==> config.mk <==
export PLATFORM = sky130hd
export DESIGN_NAME = usc_uart_ctrl
export DESIGN_NICKNAME = d
export VERILOG_FILES = /design/src/rtl/usc_pkg.sv /design/src/rtl/usc_baud_gen.sv /design/src/rtl/usc_fifo.sv /design/src/rtl/usc_uart_ctrl.sv
export SDC_FILE = /design/constraint.sdc
export NUM_CORES = 1
export LEC_CHECK = 0
export BUFFER_PORTS_ARGS = -buffer_cell sky130_fd_sc_hd__buf_4
export CAP_MARGIN = 20
export CORE_ASPECT_RATIO = 0.8
export CORE_MARGIN = 2
export CORE_UTILIZATION = 55
export DETAILED_ROUTE_END_ITERATION = 12
export GPL_ROUTABILITY_DRIVEN = 0
export PLACE_DENSITY = 0.77
export SYNTH_ARGS = -nofsm -noshare
export SYNTH_HDL_FRONTEND = slang
export SYNTH_SLANG_ARGS = --single-unit
export TNS_END_PERCENT = 1
==> constraint.sdc <==
create_clock -name ref_clk -period 5 [get_ports ref_clk]
set_input_delay 0.75 -clock ref_clk [delete_from_list [all_inputs] [get_ports ref_clk]]
set_output_delay 0.75 -clock ref_clk [all_outputs]
set_load 0.05 [all_outputs]
==> src/rtl/usc_pkg.sv <==
// constants, types and shared values for the serial port control and bit-rate block
// Function
// mode field high bit first: 00 mode 0, 01 mode 1, 10 mode 2, 11 mode 3.
// in mode 0 the filter enable does nothing; software should keep it 0.
// mode 1 filter on: receive flag only if stop bit is 1; off: stop ignored.
// modes 2/3 filter on: receive flag only if ninth bit is 1; off: ignored.
// nothing is received while receive enable is 0.
// transmit ninth-bit field is the ninth sent bit in modes 2/3 only.
// receive ninth bit: unused mode 0, stop level mode 1, ninth bit modes 2/3.
// transmit flag set at end of bit 8 in mode 0, at stop start otherwise.
// receive flag set at end of bit 8 in mode 0, mid stop otherwise, filtered.
// hardware never clears the two done flags; software clears them by writing.
// control register at D8h, mode high at bit 7 down to flag at bit 0, reset 00h.
// mode 0 bit rate is oscillator divided by 12, whatever else is set.
// mode 2 rate is oscillator /64 with doubling bit 0, /32 with it 1.
// modes 1 and 3 take their rate from timer 1 or timer 2 overflows.
// both clock selects 0 use timer 1; rate is 2^double/32 times overflow rate.
// software keeps the timer 1 interrupt off while it clocks the port.
// source timer may run as timer or counter in any running mode.
// timer 1 auto-reload: rate 2^double/32 * osc/(12*(256-reload byte)).
// writing the data buffer starts a transmission in every mode.
// mode 0 receive starts on flag 0 and enable 1; others on start bit if enabled.
// async receive takes three mid-bit samples and keeps the two-of-three value.
// a software write setting a done flag raises the interrupt like hardware does.
// changing mode or rate source mid-frame is undefined; frame may finish or drop.
package usc_pkg;

	localparam logic [7:0] SFR_CTRL_ADDR = 8'hD8;
	localparam logic [7:0] SFR_DATA_ADDR = 8'hD9;
	localparam logic [7:0] CTRL_RESET = 8'h00;

	localparam int BIT_MODE_HI = 7;
	localparam int BIT_MODE_LO = 6;
	localparam int BIT_MP_FILTER = 5;
	localparam int BIT_RX_ENABLE = 4;
	localparam int BIT_TX_NINTH = 3;
	localparam int BIT_RX_NINTH = 2;
	localparam int BIT_TX_DONE = 1;
	localparam int BIT_RX_DONE = 0;

	typedef enum logic [1:0] {
		MODE0 = 2'b00,
		MODE1 = 2'b01,
		MODE2 = 2'b10,
		MODE3 = 2'b11
	} usc_mode_t;

	localparam logic [3:0] MODE0_DIV = 4'hC;
	localparam logic [3:0] MODE0_HALF = 4'h6;
	localparam logic [2:0] MODE2_DIV_SLOW = 3'h4;
	localparam logic [2:0] MODE2_DIV_FAST = 3'h2;

	localparam logic [3:0] SUB_LAST = 4'hF;
	localparam logic [3:0] SAMPLE_A = 4'h7;
	localparam logic [3:0] SAMPLE_B = 4'h8;
	localparam logic [3:0] SAMPLE_C = 4'h9;

	localparam logic [3:0] SYNC_LAST_BIT = 4'h7;
	localparam logic [3:0] STOP_IDX_8BIT = 4'h9;
	localparam logic [3:0] STOP_IDX_9BIT = 4'hA;

	localparam int FIFO_DEPTH = 4;
	localparam int FIFO_WIDTH = 9;

endpackage

==> src/rtl/usc_baud_gen.sv <==
// bit-rate ticks: fixed shift clock, oscillator division and timer overflow selection
`timescale 1ns/1ps
`default_nettype none
module usc_baud_gen (
	input wire logic ref_clk,
	input wire logic rst_n,
	input wire logic [1:0] mode,
	input wire logic baudDoubleBit,
	input wire logic txClockSourceSelect,
	input wire logic rxClockSourceSelect,
	input wire logic timer1Ovf,
	input wire logic timer2Ovf,
	output logic m0Tick,
	output logic m0ClkLow,
	output logic txTick,
	output logic rxTick
);
	logic [3:0] m0Cnt_r;
	logic [2:0] m2Cnt_r;
	logic t1Half_r;

	wire [2:0] m2Div = baudDoubleBit ? usc_pkg::MODE2_DIV_FAST : usc_pkg::MODE2_DIV_SLOW;
	wire m2Tick = (m2Cnt_r == m2Div - 3'h1);
	// timer overflows at half rate unless doubled: sixteen ticks per bit
	wire t1Tick = timer1Ovf && (baudDoubleBit || t1Half_r);
	wire isMode2 = (mode == usc_pkg::MODE2);

	assign m0Tick = (m0Cnt_r == usc_pkg::MODE0_DIV - 4'h1);
	assign m0ClkLow = (m0Cnt_r < usc_pkg::MODE0_HALF);
	// timer 2 in its rate mode already divides; each overflow is one tick
	assign txTick = isMode2 ? m2Tick : (txClockSourceSelect ? timer2Ovf : t1Tick);
	assign rxTick = isMode2 ? m2Tick : (rxClockSourceSelect ? timer2Ovf : t1Tick);

	always_ff @(posedge ref_clk) begin
		if (!rst_n) begin
			m0Cnt_r <= '0;
			m2Cnt_r <= '0;
			t1Half_r <= 1'b0;
		end else begin
			m0Cnt_r <= m0Tick ? 4'h0 : m0Cnt_r + 4'h1;
			m2Cnt_r <= m2Tick ? 3'h0 : m2Cnt_r + 3'h1;
			if (timer1Ovf) begin
				t1Half_r <= !t1Half_r;
			end
		end
	end
endmodule
`default_nettype wire

==> src/rtl/usc_fifo.sv <==
// small first-in first-out store for transmit words
`timescale 1ns/1ps
`default_nettype none
module usc_fifo #(
	parameter int WIDTH = usc_pkg::FIFO_WIDTH,
	parameter int DEPTH = usc_pkg::FIFO_DEPTH
) (
	input wire logic ref_clk,
	input wire logic rst_n,
	input wire logic inValid,
	output logic inReady,
	input wire logic [WIDTH-1:0] inData,
	output logic outValid,
	input wire logic outReady,
	output logic [WIDTH-1:0] outData
);
	localparam int AW = (DEPTH > 1) ? $clog2(DEPTH) : 1;

	generate
		if (DEPTH < 2 || (1 << AW) != DEPTH || WIDTH < 1) begin : g_bad
			$error("usc_fifo: depth must be a power of two of at least 2");
		end
	endgenerate

	logic [WIDTH-1:0] mem [DEPTH];
	logic [AW:0] wrPtr_r;
	logic [AW:0] rdPtr_r;

	wire ptrLowEq = wrPtr_r[AW-1:0] == rdPtr_r[AW-1:0];
	wire isEmpty = ptrLowEq && (wrPtr_r[AW] == rdPtr_r[AW]);
	wire isFull = ptrLowEq && (wrPtr_r[AW] != rdPtr_r[AW]);
	wire doPush = inValid && !isFull;
	wire doPop = outReady && !isEmpty;

	assign inReady = !isFull;
	assign outValid = !isEmpty;
	assign outData = mem[rdPtr_r[AW-1:0]];

	always_ff @(posedge ref_clk) begin
		if (doPush) begin
			mem[wrPtr_r[AW-1:0]] <= inData;
		end
	end

	always_ff @(posedge ref_clk) begin
		if (!rst_n) begin
			wrPtr_r <= '0;
			rdPtr_r <= '0;
		end else begin
			if (doPush) begin
				wrPtr_r <= wrPtr_r + 1'b1;
			end
			if (doPop) begin
				rdPtr_r <= rdPtr_r + 1'b1;
			end
		end
	end
endmodule
`default_nettype wire

==> src/rtl/usc_uart_ctrl.sv <==
// second serial port: control register, transmitter, receiver and bit-rate selection
`timescale 1ns/1ps
`default_nettype none
module usc_uart_ctrl (
	input wire logic ref_clk,
	input wire logic rst_n,
	input wire logic [7:0] sfrAddr,
	input wire logic sfrWrEn,
	input wire logic sfrRdEn,
	input wire logic [7:0] sfrWrData,
	output logic [7:0] sfrRdData,
	output logic sfrWrReady,
	input wire logic baudDoubleBit,
	input wire logic txClockSourceSelect,
	input wire logic rxClockSourceSelect,
	input wire logic timer1Ovf,
	input wire logic timer2Ovf,
	input wire logic rxdIn,
	output logic rxdOut,
	output logic rxdOe,
	output logic txdOut,
	output logic serialIrq
);
	typedef enum {TX_IDLE, TX_ASYNC, TX_SYNC} usc_tx_state_t;
	typedef enum {RX_IDLE, RX_ASYNC, RX_SYNC} usc_rx_state_t;

	logic [7:0] ctrl_r;
	logic [7:0] ctrl_nxt;
	logic [7:0] rxBuf_r;
	usc_tx_state_t txState_r;
	usc_rx_state_t rxState_r;

	// register decode
	wire ctrlSel = (sfrAddr == usc_pkg::SFR_CTRL_ADDR);
	wire dataSel = (sfrAddr == usc_pkg::SFR_DATA_ADDR);
	wire ctrlWr = sfrWrEn && ctrlSel;
	wire dataWr = sfrWrEn && dataSel;

	wire [1:0] modeBits = {ctrl_r[usc_pkg::BIT_MODE_HI], ctrl_r[usc_pkg::BIT_MODE_LO]};
	wire isMode0 = (modeBits == usc_pkg::MODE0);
	wire isMode1 = (modeBits == usc_pkg::MODE1);
	wire nineBit = modeBits[1];
	wire mpFilter = ctrl_r[usc_pkg::BIT_MP_FILTER];
	wire rxEnable = ctrl_r[usc_pkg::BIT_RX_ENABLE];
	wire txNinth = ctrl_r[usc_pkg::BIT_TX_NINTH];
	wire txDone = ctrl_r[usc_pkg::BIT_TX_DONE];
	wire rxDone = ctrl_r[usc_pkg::BIT_RX_DONE];

	// bit-rate ticks
	logic m0Tick;
	logic m0ClkLow;
	logic txTick;
	logic rxTick;

	usc_baud_gen u_baud (
		.ref_clk(ref_clk),
		.rst_n(rst_n),
		.mode(modeBits),
		.baudDoubleBit(baudDoubleBit),
		.txClockSourceSelect(txClockSourceSelect),
		.rxClockSourceSelect(rxClockSourceSelect),
		.timer1Ovf(timer1Ovf),
		.timer2Ovf(timer2Ovf),
		.m0Tick(m0Tick),
		.m0ClkLow(m0ClkLow),
		.txTick(txTick),
		.rxTick(rxTick)
	);

	// transmit words wait here; the ninth bit is taken at the moment of the write
	logic fifoInReady;
	logic fifoOutValid;
	logic [8:0] fifoOutData;
	wire txIdle = (txState_r == TX_IDLE);
	wire rxIdle = (rxState_r == RX_IDLE);
	// mode 0 starts on a period boundary, else bit 0 may get no rising shift clock
	wire m0Align = !isMode0 || m0Tick;
	// mode 0 shares the data pin, so a queued word waits for a running sync receive
	wire txStart = txIdle && fifoOutValid && m0Align && !(isMode0 && !rxIdle);

	usc_fifo #(
		.WIDTH(usc_pkg::FIFO_WIDTH),
		.DEPTH(usc_pkg::FIFO_DEPTH)
	) u_txfifo (
		.ref_clk(ref_clk),
		.rst_n(rst_n),
		.inValid(dataWr),
		.inReady(fifoInReady),
		.inData({txNinth, sfrWrData}),
		.outValid(fifoOutValid),
		.outReady(txStart),
		.outData(fifoOutData)
	);

	assign sfrWrReady = dataSel ? fifoInReady : 1'b1;

	// receive pin: three stages, a level change counts once stages two and three agree
	logic rxdS1_r;
	logic rxdS2_r;
	logic rxdS3_r;
	logic rxdLvl_r;
	logic rxdPrev_r;

	always_ff @(posedge ref_clk) begin
		if (!rst_n) begin
			rxdS1_r <= 1'b1;
			rxdS2_r <= 1'b1;
			rxdS3_r <= 1'b1;
			rxdLvl_r <= 1'b1;
			rxdPrev_r <= 1'b1;
		end else begin
			rxdS1_r <= rxdIn;
			rxdS2_r <= rxdS1_r;
			rxdS3_r <= rxdS2_r;
			if (rxdS2_r == rxdS3_r) begin
				rxdLvl_r <= rxdS3_r;
			end
			rxdPrev_r <= rxdLvl_r;
		end
	end

	wire rxdFall = rxdPrev_r && !rxdLvl_r;

	// transmitter
	logic [10:0] txShift_r;
	logic [3:0] txBit_r;
	logic [3:0] txSub_r;

	// stop position follows the live mode field, so a mid-frame mode change is undefined
	function automatic logic [3:0] stopIndex(input logic nine);
		return nine ? usc_pkg::STOP_IDX_9BIT : usc_pkg::STOP_IDX_8BIT;
	endfunction

	wire [3:0] txStopIdx = stopIndex(nineBit);
	// ninth field only reaches the line in the nine-bit modes
	wire txNinthOut = nineBit ? fifoOutData[8] : 1'b1;
	// async frames start at once, not on a tick boundary: the start bit may run short
	wire txBitEnd = (txState_r == TX_ASYNC) && txTick && (txSub_r == usc_pkg::SUB_LAST);
	wire txSyncEnd = (txState_r == TX_SYNC) && m0Tick;
	wire txToStop = txBitEnd && (txBit_r + 4'h1 == txStopIdx);
	wire txSyncLast = txSyncEnd && (txBit_r == usc_pkg::SYNC_LAST_BIT);
	wire tiSet = txToStop || txSyncLast;

	always_ff @(posedge ref_clk) begin
		if (!rst_n) begin
			txState_r <= TX_IDLE;
			txShift_r <= '1;
			txBit_r <= '0;
			txSub_r <= '0;
		end else begin
			case (txState_r)
				TX_IDLE: begin
					if (txStart && isMode0) begin
						txState_r <= TX_SYNC;
						txShift_r <= {3'b111, fifoOutData[7:0]};
						txBit_r <= '0;
					end else if (txStart) begin
						txState_r <= TX_ASYNC;
						txShift_r <= {1'b1, txNinthOut, fifoOutData[7:0], 1'b0};
						txBit_r <= '0;
						txSub_r <= '0;
					end
				end
				TX_ASYNC: begin
					if (txTick) begin
						txSub_r <= txSub_r + 4'h1;
					end
					if (txBitEnd) begin
						txShift_r <= {1'b1, txShift_r[10:1]};
						txBit_r <= txBit_r + 4'h1;
						if (txBit_r == txStopIdx) begin
							txState_r <= TX_IDLE;
						end
					end
				end
				TX_SYNC: begin
					if (txSyncEnd) begin
						txShift_r <= {1'b1, txShift_r[10:1]};
						txBit_r <= txBit_r + 4'h1;
						if (txSyncLast) begin
							txState_r <= TX_IDLE;
						end
					end
				end
				default: begin
					txState_r <= TX_IDLE;
				end
			endcase
		end
	end

	// receiver
	logic [7:0] rxData_r;
	logic rxNinth_r;
	logic [3:0] rxBit_r;
	logic [3:0] rxSub_r;
	logic [1:0] rxSmp_r;

	wire rxAsync = (rxState_r == RX_ASYNC);
	wire rxVoteTick = rxAsync && rxTick && (rxSub_r == usc_pkg::SAMPLE_C);
	wire rxVote = (rxSmp_r[0] && rxSmp_r[1]) || (rxSmp_r[0] && rxdLvl_r) ||
		(rxSmp_r[1] && rxdLvl_r);
	wire [3:0] rxStopIdx = stopIndex(nineBit);
	wire rxStartBad = rxVoteTick && (rxBit_r == 4'h0) && rxVote;
	wire rxAtStop = rxVoteTick && (rxBit_r == rxStopIdx);
	wire rxIsData = (rxBit_r != 4'h0) && (rxBit_r <= 4'h8);
	// mode 1 checks the stop level, modes 2 and 3 the ninth bit
	wire rxFilterBit = isMode1 ? rxVote : rxNinth_r;
	// a frame that meets a still-set flag is lost; software must clear it in time
	wire rxAccept = rxAtStop && !rxDone && (!mpFilter || rxFilterBit);
	wire rxSyncBit = (rxState_r == RX_SYNC) && m0Tick;
	wire rxSyncLast = rxSyncBit && (rxBit_r == usc_pkg::SYNC_LAST_BIT);
	wire riSet = rxAccept || rxSyncLast;
	wire rb8Val = isMode1 ? rxVote : rxNinth_r;
	wire syncRxGo = isMode0 && rxEnable && !rxDone && txIdle && !fifoOutValid && m0Align;

	always_ff @(posedge ref_clk) begin
		if (!rst_n) begin
			rxState_r <= RX_IDLE;
			rxData_r <= '0;
			rxNinth_r <= 1'b0;
			rxBit_r <= '0;
			rxSub_r <= '0;
			rxSmp_r <= '0;
		end else if (!rxEnable) begin
			rxState_r <= RX_IDLE;
		end else begin
			case (rxState_r)
				RX_IDLE: begin
					rxBit_r <= '0;
					rxSub_r <= '0;
					if (syncRxGo) begin
						rxState_r <= RX_SYNC;
					end else if (!isMode0 && rxdFall) begin
						rxState_r <= RX_ASYNC;
					end
				end
				RX_ASYNC: begin
					if (rxTick) begin
						rxSub_r <= rxSub_r + 4'h1;
						if (rxSub_r == usc_pkg::SAMPLE_A) begin
							rxSmp_r[0] <= rxdLvl_r;
						end
						if (rxSub_r == usc_pkg::SAMPLE_B) begin
							rxSmp_r[1] <= rxdLvl_r;
						end
					end
					if (rxVoteTick) begin
						rxBit_r <= rxBit_r + 4'h1;
						if (rxIsData) begin
							rxData_r <= {rxVote, rxData_r[7:1]};
						end
						if (nineBit && rxBit_r == 4'h9) begin
							rxNinth_r <= rxVote;
						end
					end
					// a false start or a finished frame returns to hunting at once
					if (rxStartBad || rxAtStop) begin
						rxState_r <= RX_IDLE;
					end
				end
				RX_SYNC: begin
					if (rxSyncBit) begin
						rxData_r <= {rxdLvl_r, rxData_r[7:1]};
						rxBit_r <= rxBit_r + 4'h1;
						if (rxSyncLast) begin
							rxState_r <= RX_IDLE;
						end
					end
				end
				default: begin
					rxState_r <= RX_IDLE;
				end
			endcase
		end
	end

	// receive buffer, loaded only when the frame passes the filter
	always_ff @(posedge ref_clk) begin
		if (!rst_n) begin
			rxBuf_r <= '0;
		end else if (rxAccept) begin
			rxBuf_r <= {rxData_r[7:1], rxData_r[0]};
		end else if (rxSyncLast) begin
			rxBuf_r <= {rxdLvl_r, rxData_r[7:1]};
		end
	end

	// control register; a hardware set in the same cycle as a clearing write wins
	always_comb begin
		ctrl_nxt = ctrl_r;
		if (ctrlWr) begin
			ctrl_nxt = sfrWrData;
		end
		if (rxAccept) begin
			ctrl_nxt[usc_pkg::BIT_RX_NINTH] = rb8Val;
		end
		if (tiSet) begin
			ctrl_nxt[usc_pkg::BIT_TX_DONE] = 1'b1;
		end
		if (riSet) begin
			ctrl_nxt[usc_pkg::BIT_RX_DONE] = 1'b1;
		end
	end

	always_ff @(posedge ref_clk) begin
		if (!rst_n) begin
			ctrl_r <= usc_pkg::CTRL_RESET;
		end else begin
			ctrl_r <= ctrl_nxt;
		end
	end

	// registered read port
	wire [7:0] rdMux = ctrlSel ? ctrl_r : (dataSel ? rxBuf_r : 8'h00);

	always_ff @(posedge ref_clk) begin
		if (!rst_n) begin
			sfrRdData <= 8'h00;
		end else if (sfrRdEn) begin
			sfrRdData <= rdMux;
		end
	end

	// pins: mode 0 puts data on the receive pin and the shift clock on the transmit pin
	wire syncActive = (txState_r == TX_SYNC) || (rxState_r == RX_SYNC);

	always_ff @(posedge ref_clk) begin
		if (!rst_n) begin
			txdOut <= 1'b1;
			rxdOut <= 1'b1;
			rxdOe <= 1'b0;
		end else begin
			txdOut <= syncActive ? !m0ClkLow : txShift_r[0];
			rxdOut <= txShift_r[0];
			rxdOe <= (txState_r == TX_SYNC);
		end
	end

	// level request: it stays up until software clears both flags
	assign serialIrq = txDone || rxDone;
endmodule
`default_nettype wire

## After elaboration in Yosys (flattened, before gate mapping)

Memory sizes are Yosys's and may differ from the RTL's. A register that Yosys moved wholly into a read port is not among the register bits.
Cells that the tools add are included.

- Bits in registers: 148
- Bits in writable memories: 36
- Output and inout bits: 13
- Word-level logic and storage cells: 230
- Memories: 1

Memory list:

| memory | words | width | rd ports | clocked after Yosys merged registers in | wr ports | RTL line | RTL |
|---|---|---|---|---|---|---|---|
| u_txfifo.mem | 4 | 9 | 1 | 1 | 1 | usc_fifo.sv:25 | `logic [WIDTH-1:0] mem [DEPTH];` |

- $add $sub $neg: 9
- $lt $le $gt $ge: 2
- Equal/unequal tests: 43
- Muxes and demuxes: 57
- Bitwise operators: 1
- Reduce and logical (&&, ||, !) cells: 87

Operator list:

| kind | number |
|---|---|
| 32-bit 2-to-1 mux | 11 |
| 32-bit case mux with 3 select lines | 2 |
| 32-bit by 2-bit == test with 1-bit output (second input constant) | 4 |
| 32-bit zero test | 4 |
| 32-bit by 1-bit == test with 1-bit output (second input constant) | 2 |
| 32-bit by 3-bit == test with 1-bit output (second input constant) | 2 |
| 8-bit 2-to-1 mux | 7 |
| 11-bit 2-to-1 mux | 4 |
| 1-bit logical AND | 38 |
| 4-bit 2-to-1 mux | 9 |
| 11-bit case mux with 3 select lines | 1 |
| 4-bit AND reduction | 7 |
| 2-bit != test (second input constant) | 13 |
| 4-bit case mux with 3 select lines | 2 |
| 4-bit by 1-bit adder with 4-bit output (second input constant) | 5 |
| 4-bit == test (second input constant) | 5 |
| 8-bit == test (second input constant) | 2 |
| 4-bit case mux with 2 select lines | 2 |
| 8-bit case mux with 2 select lines | 1 |
| 2-bit nonzero test | 7 |
| 1-bit 2-to-1 mux | 13 |
| 4-bit by 3-bit == test with 1-bit output (second input constant) | 3 |
| 4-bit == test | 3 |
| 1-bit zero test | 10 |
| other kinds (23) | 42 |

## Logic depth before layout (Yosys ltp)

- Depth after elaboration: 11
- Gate-level depth with buffers: 9
- Mapped depth without buffers: 7

## Modules after synthesis

A second synthesis with hierarchy kept.

- Cell total of the unflattened synthesis: 594
- Area total of the unflattened synthesis: 6119.6 µm²

By module, submodules not included:

| module | instances | cells each | area each (µm²) |
|---|---|---|---|
| usc_uart_ctrl | 1 | 437 | 3873.7 |
| usc_fifo | 1 | 115 | 1866.8 |
| usc_baud_gen | 1 | 42 | 379.1 |

## Worst setup path after synthesis

No wires, ideal clock.

- Path type: in2out
- Start: input sfrAddr[1]
- End: output sfrWrReady
- Data arrival time: 2.193 ns
- Setup slack: 2.057 ns
- Stages: 4
- Cells stage by stage: or3b_2 nor3_1 clkbuf_1 nand4_1

- Longest elaborated chain between the ends: 2

RTL lines:

| item | RTL line | RTL |
|---|---|---|
| from (decl) | usc_uart_ctrl.sv:7 | `input wire logic [7:0] sfrAddr,` |
| 8-bit == test | usc_uart_ctrl.sv:35 | `wire dataSel = (sfrAddr == usc_pkg::SFR_DATA_ADDR);` |
| 1-bit 2-to-1 mux | usc_uart_ctrl.sv:95 | `assign sfrWrReady = dataSel ? fifoInReady : 1'b1;` |
| to (decl) | usc_uart_ctrl.sv:12 | `output logic sfrWrReady,` |

No other way between the ends.

## Worst setup path in the final report

Ends and elaborated chain as after synthesis.

==> metrics.csv <==
stage;metric;value;unit
run_status;outcome;finished clean;
floorplan;row count;34;
cts;clk buf depth;2;
layout;Non-Filler Instances;780;
cts;cts repair resizes;0;
setup_path;crit path from;sfrAddr[1];
synth;Area contributors post-synth;dfxtp_1, edfxtp_1, ha_1, mux2i_1, mux4_2;
timing;RSZ-0062 raised after global routing;no;
setup_path;kind of critical path;in2out;
detailed_routing;initial DRC count;486;
synth;Post-Syn Area;6010;um2
setup_path;Most common cell on crit path;buf_4;
grt;first-pass GRT wire length;22900;um
floorplan;# IOs;39;
setup_path;CP max stage delay;470;ps
grt;GRT Util Overall;0.248;
pwr;Pleak;2.42;nW
floorplan;Die Ht;97.5;um
detailed_routing;final antenna-violating net count;0;
worst_hold_path;Hold Path Class;reg2reg;
synth;post-synth top area cell;dfxtp_1;
setup_path;Crit Path Max Fanout;11;
detailed_routing;Pre-antenna DRT Iters;7;
timing;final setup vio count;0;
synth;Distinct cells, synth;59;
synth;syn avg cell area;10.1;um2
timing;Slew Viols, Final;0;
detailed_routing;WL per Instance;17.9;um
timing;setup TNS;0;ps
setup_path;crit path cell chain;buf_4 > or3b_2 > nor3_1 > buf_4 > nand4_1 > buf_4;
layout;Fillers;847;
cts;H-tree depth;4;
floorplan;CORE AREA;10800;um2
setup_path;Critical Path End Type;output port;
place;Placed Instances;747;
grt;grt total ovfl;0;
timing;skew final;8.05;ps
cts;Post-CTS Setup Inserts;0;
grt;largest net degree at the start of global routing;67;
synth;most numerous cell in the Yosys netlist;dfxtp_1;
timing;max-slew headroom at the worst pin;0.378;
floorplan;Initial Util;0.558;
setup_path;Crit path arrival time;2060;ps
setup_path;CP startpoint kind;primary input;
floorplan;Die Footprint;11800;um2
synth;Synth Register Bits;125;
cts;CTS root buf;clkbuf_16;
cts;Hold-fix buffers, CTS;0;
worst_hold_path;Hold Startpoint;rxdS1_r;
cts;clk_lat worst skew;420;ps
job;Max-cap violations;0;
synth;Synth Instances;597;
place;Final HPWL DP;9430;um
synth;Synth top area share;0.296;
synth;Synth Flop Type;dfxtp_1;
cts;CTS buffer count;17;
timing;clock period minus worst slack;2810;ps
synth;Yosys warning count;0;
pwr;Power per Cell Area;340;nW/um2
timing;Fin. Hold Viols;0;
synth;Commonest cells post-synth;dfxtp_1, nand2_1, edfxtp_1;
layout;nets;670;
detailed_routing;Routed WL;14000;um
timing;worst slew pin tran;930;ps
floorplan;DIE WIDTH;121;um
detailed_routing;Via Count;4835;
setup_path;Reg-to-Reg Start;ctrl_r[7];
synth;number of synthesized flops with an enable pin;36;
layout;area grow syn2layout;15.8;%
cts;CTS tree;done;
synth;sequential share of the synthesized area;0.476;
synth;syn_nets;644;
grt;initial antenna violation count;0;
timing;f_max;356;MHz
detailed_routing;DRC;0;
synth;post-synthesis async set-or-reset flop share;0;
setup_path;Critical Path RT;4250;ps
cts;clock sinks;125;
grt;vias in the first global route;4512;
cts;clk slew on worst S/H paths;60;ps
layout;antenna fix cells;0;
setup_path;Critical-path top delay cell;or3b_2;
timing;final period utilization;0.562;
detailed_routing;vias per cell;6.20;
pwr;VDD IR max;0.000264;V
layout;share of layout cells above drive strength 1;0.149;
place;port bufs;38;
registers in the layout (all words and copies together), names as in the netlist, 2 cells and up, named ones only:
name and count:
u_txfifo.wrPtr_r 3, u_txfifo.mem 36, rxState_r 2, txSub_r 4
ctrl_r 8, sfrRdData 8, rxSmp_r 2, txState_r 2
u_baud.m2Cnt_r 3, rxBuf_r 8, txBit_r 4, u_txfifo.rdPtr_r 3
rxBit_r 4, txShift_r 10, rxSub_r 4, u_baud.m0Cnt_r 4
rxData_r 8
critical path: cells and delay by family:
kind	cells	cell delay, ps
buffers and inverters	3	540
and+or+nand+nor	3	760
cell families (layout without fill, tap and decap cells):
family / after synthesis / in the layout / share of synthesized area
multiplexers: 31 / 31 / 0.0687
AO/OA/AOI/OAI: 143 / 143 / 0.168
buffers and inverters: 60 / 99 / 0.0379
AND/OR/NAND/NOR: 202 / 202 / 0.182
flip-flops: 125 / 125 / 0.476
XOR/XNOR: 14 / 14 / 0.0217
adder cells (fa/ha/maj): 22 / 22 / 0.0454
layer usage:
layer | global-route usage | share of wire
met1 | 0.355 | 0.46
met4 | 0.0841 | 0.015
met2 | 0.366 | 0.46
met3 | 0.0651 | 0.066
met5 | 0 | 0
cells in the final DEF (no fill, tap or decap), types with 8 or more instances in the layout:
master / n
inv_1: 23
a21oi_1: 25
nor2_1: 33
mux2i_1: 21
o311ai_0: 9
o31ai_1: 16
and3_1: 12
a211oi_1: 16
o21ai_0: 24
a41oi_1: 8
a22oi_1: 8
nand2_1: 45
mux4_2: 8
xnor2_1: 10
ha_1: 21
clkbuf_16: 17
nand3_1: 18
dfxtp_1: 89
edfxtp_1: 36
nor3b_1: 8
nor3_1: 11
nand2b_1: 12
nor2b_1: 12
buf_4: 44
layout make-up:
class                   instances  area [um2]  area share
multi-input cells             412        2920       0.420
flip-flops and latches        125        2860       0.411
clock buffers                  18         429      0.0617
repair buffers                 44         330      0.0475
well taps                     144         180      0.0259
clock inverters                14         150      0.0216
inverters                      23        86.3      0.0124
power breakdown:
group / switching, W / internal (W) / total [W]
registers: 0.00000929 / 0.00105 / 0.00106
clock network: 0.000506 / 0.000704 / 0.00121
logic: 0.0000602 / 0.0000356 / 0.0000958
total: 0.000575 / 0.00179 / 0.00237
final timing paths:
| path | end | slack [ps] | cells after the start |
|---|---|---|---|
| min reg2reg | rxdS2_r | 420 | 1 |
| max reg2reg | rxData_r[1] | 2330 | 5 |
| max | sfrWrReady | 2190 | 6 |
| min | rxdS2_r | 420 | 1 |
per-stage QoR:
stage	setup WS (ps)	power (W)	hold slack, ps	utilization	instance area (um2)
2_1_floorplan	2060	0.00114	386	-	6010
3_3_place_gp	2070	0.00117	402	0.592	6370
3_5_place_dp	1880	0.00118	408	0.592	6370
4_1_cts	2180	0.00238	426	0.646	6950
5_1_grt	2100	0.00244	448	0.647	6960
6_report	2190	0.00237	420	0.647	6960
(Power assumes the default switching activity.)
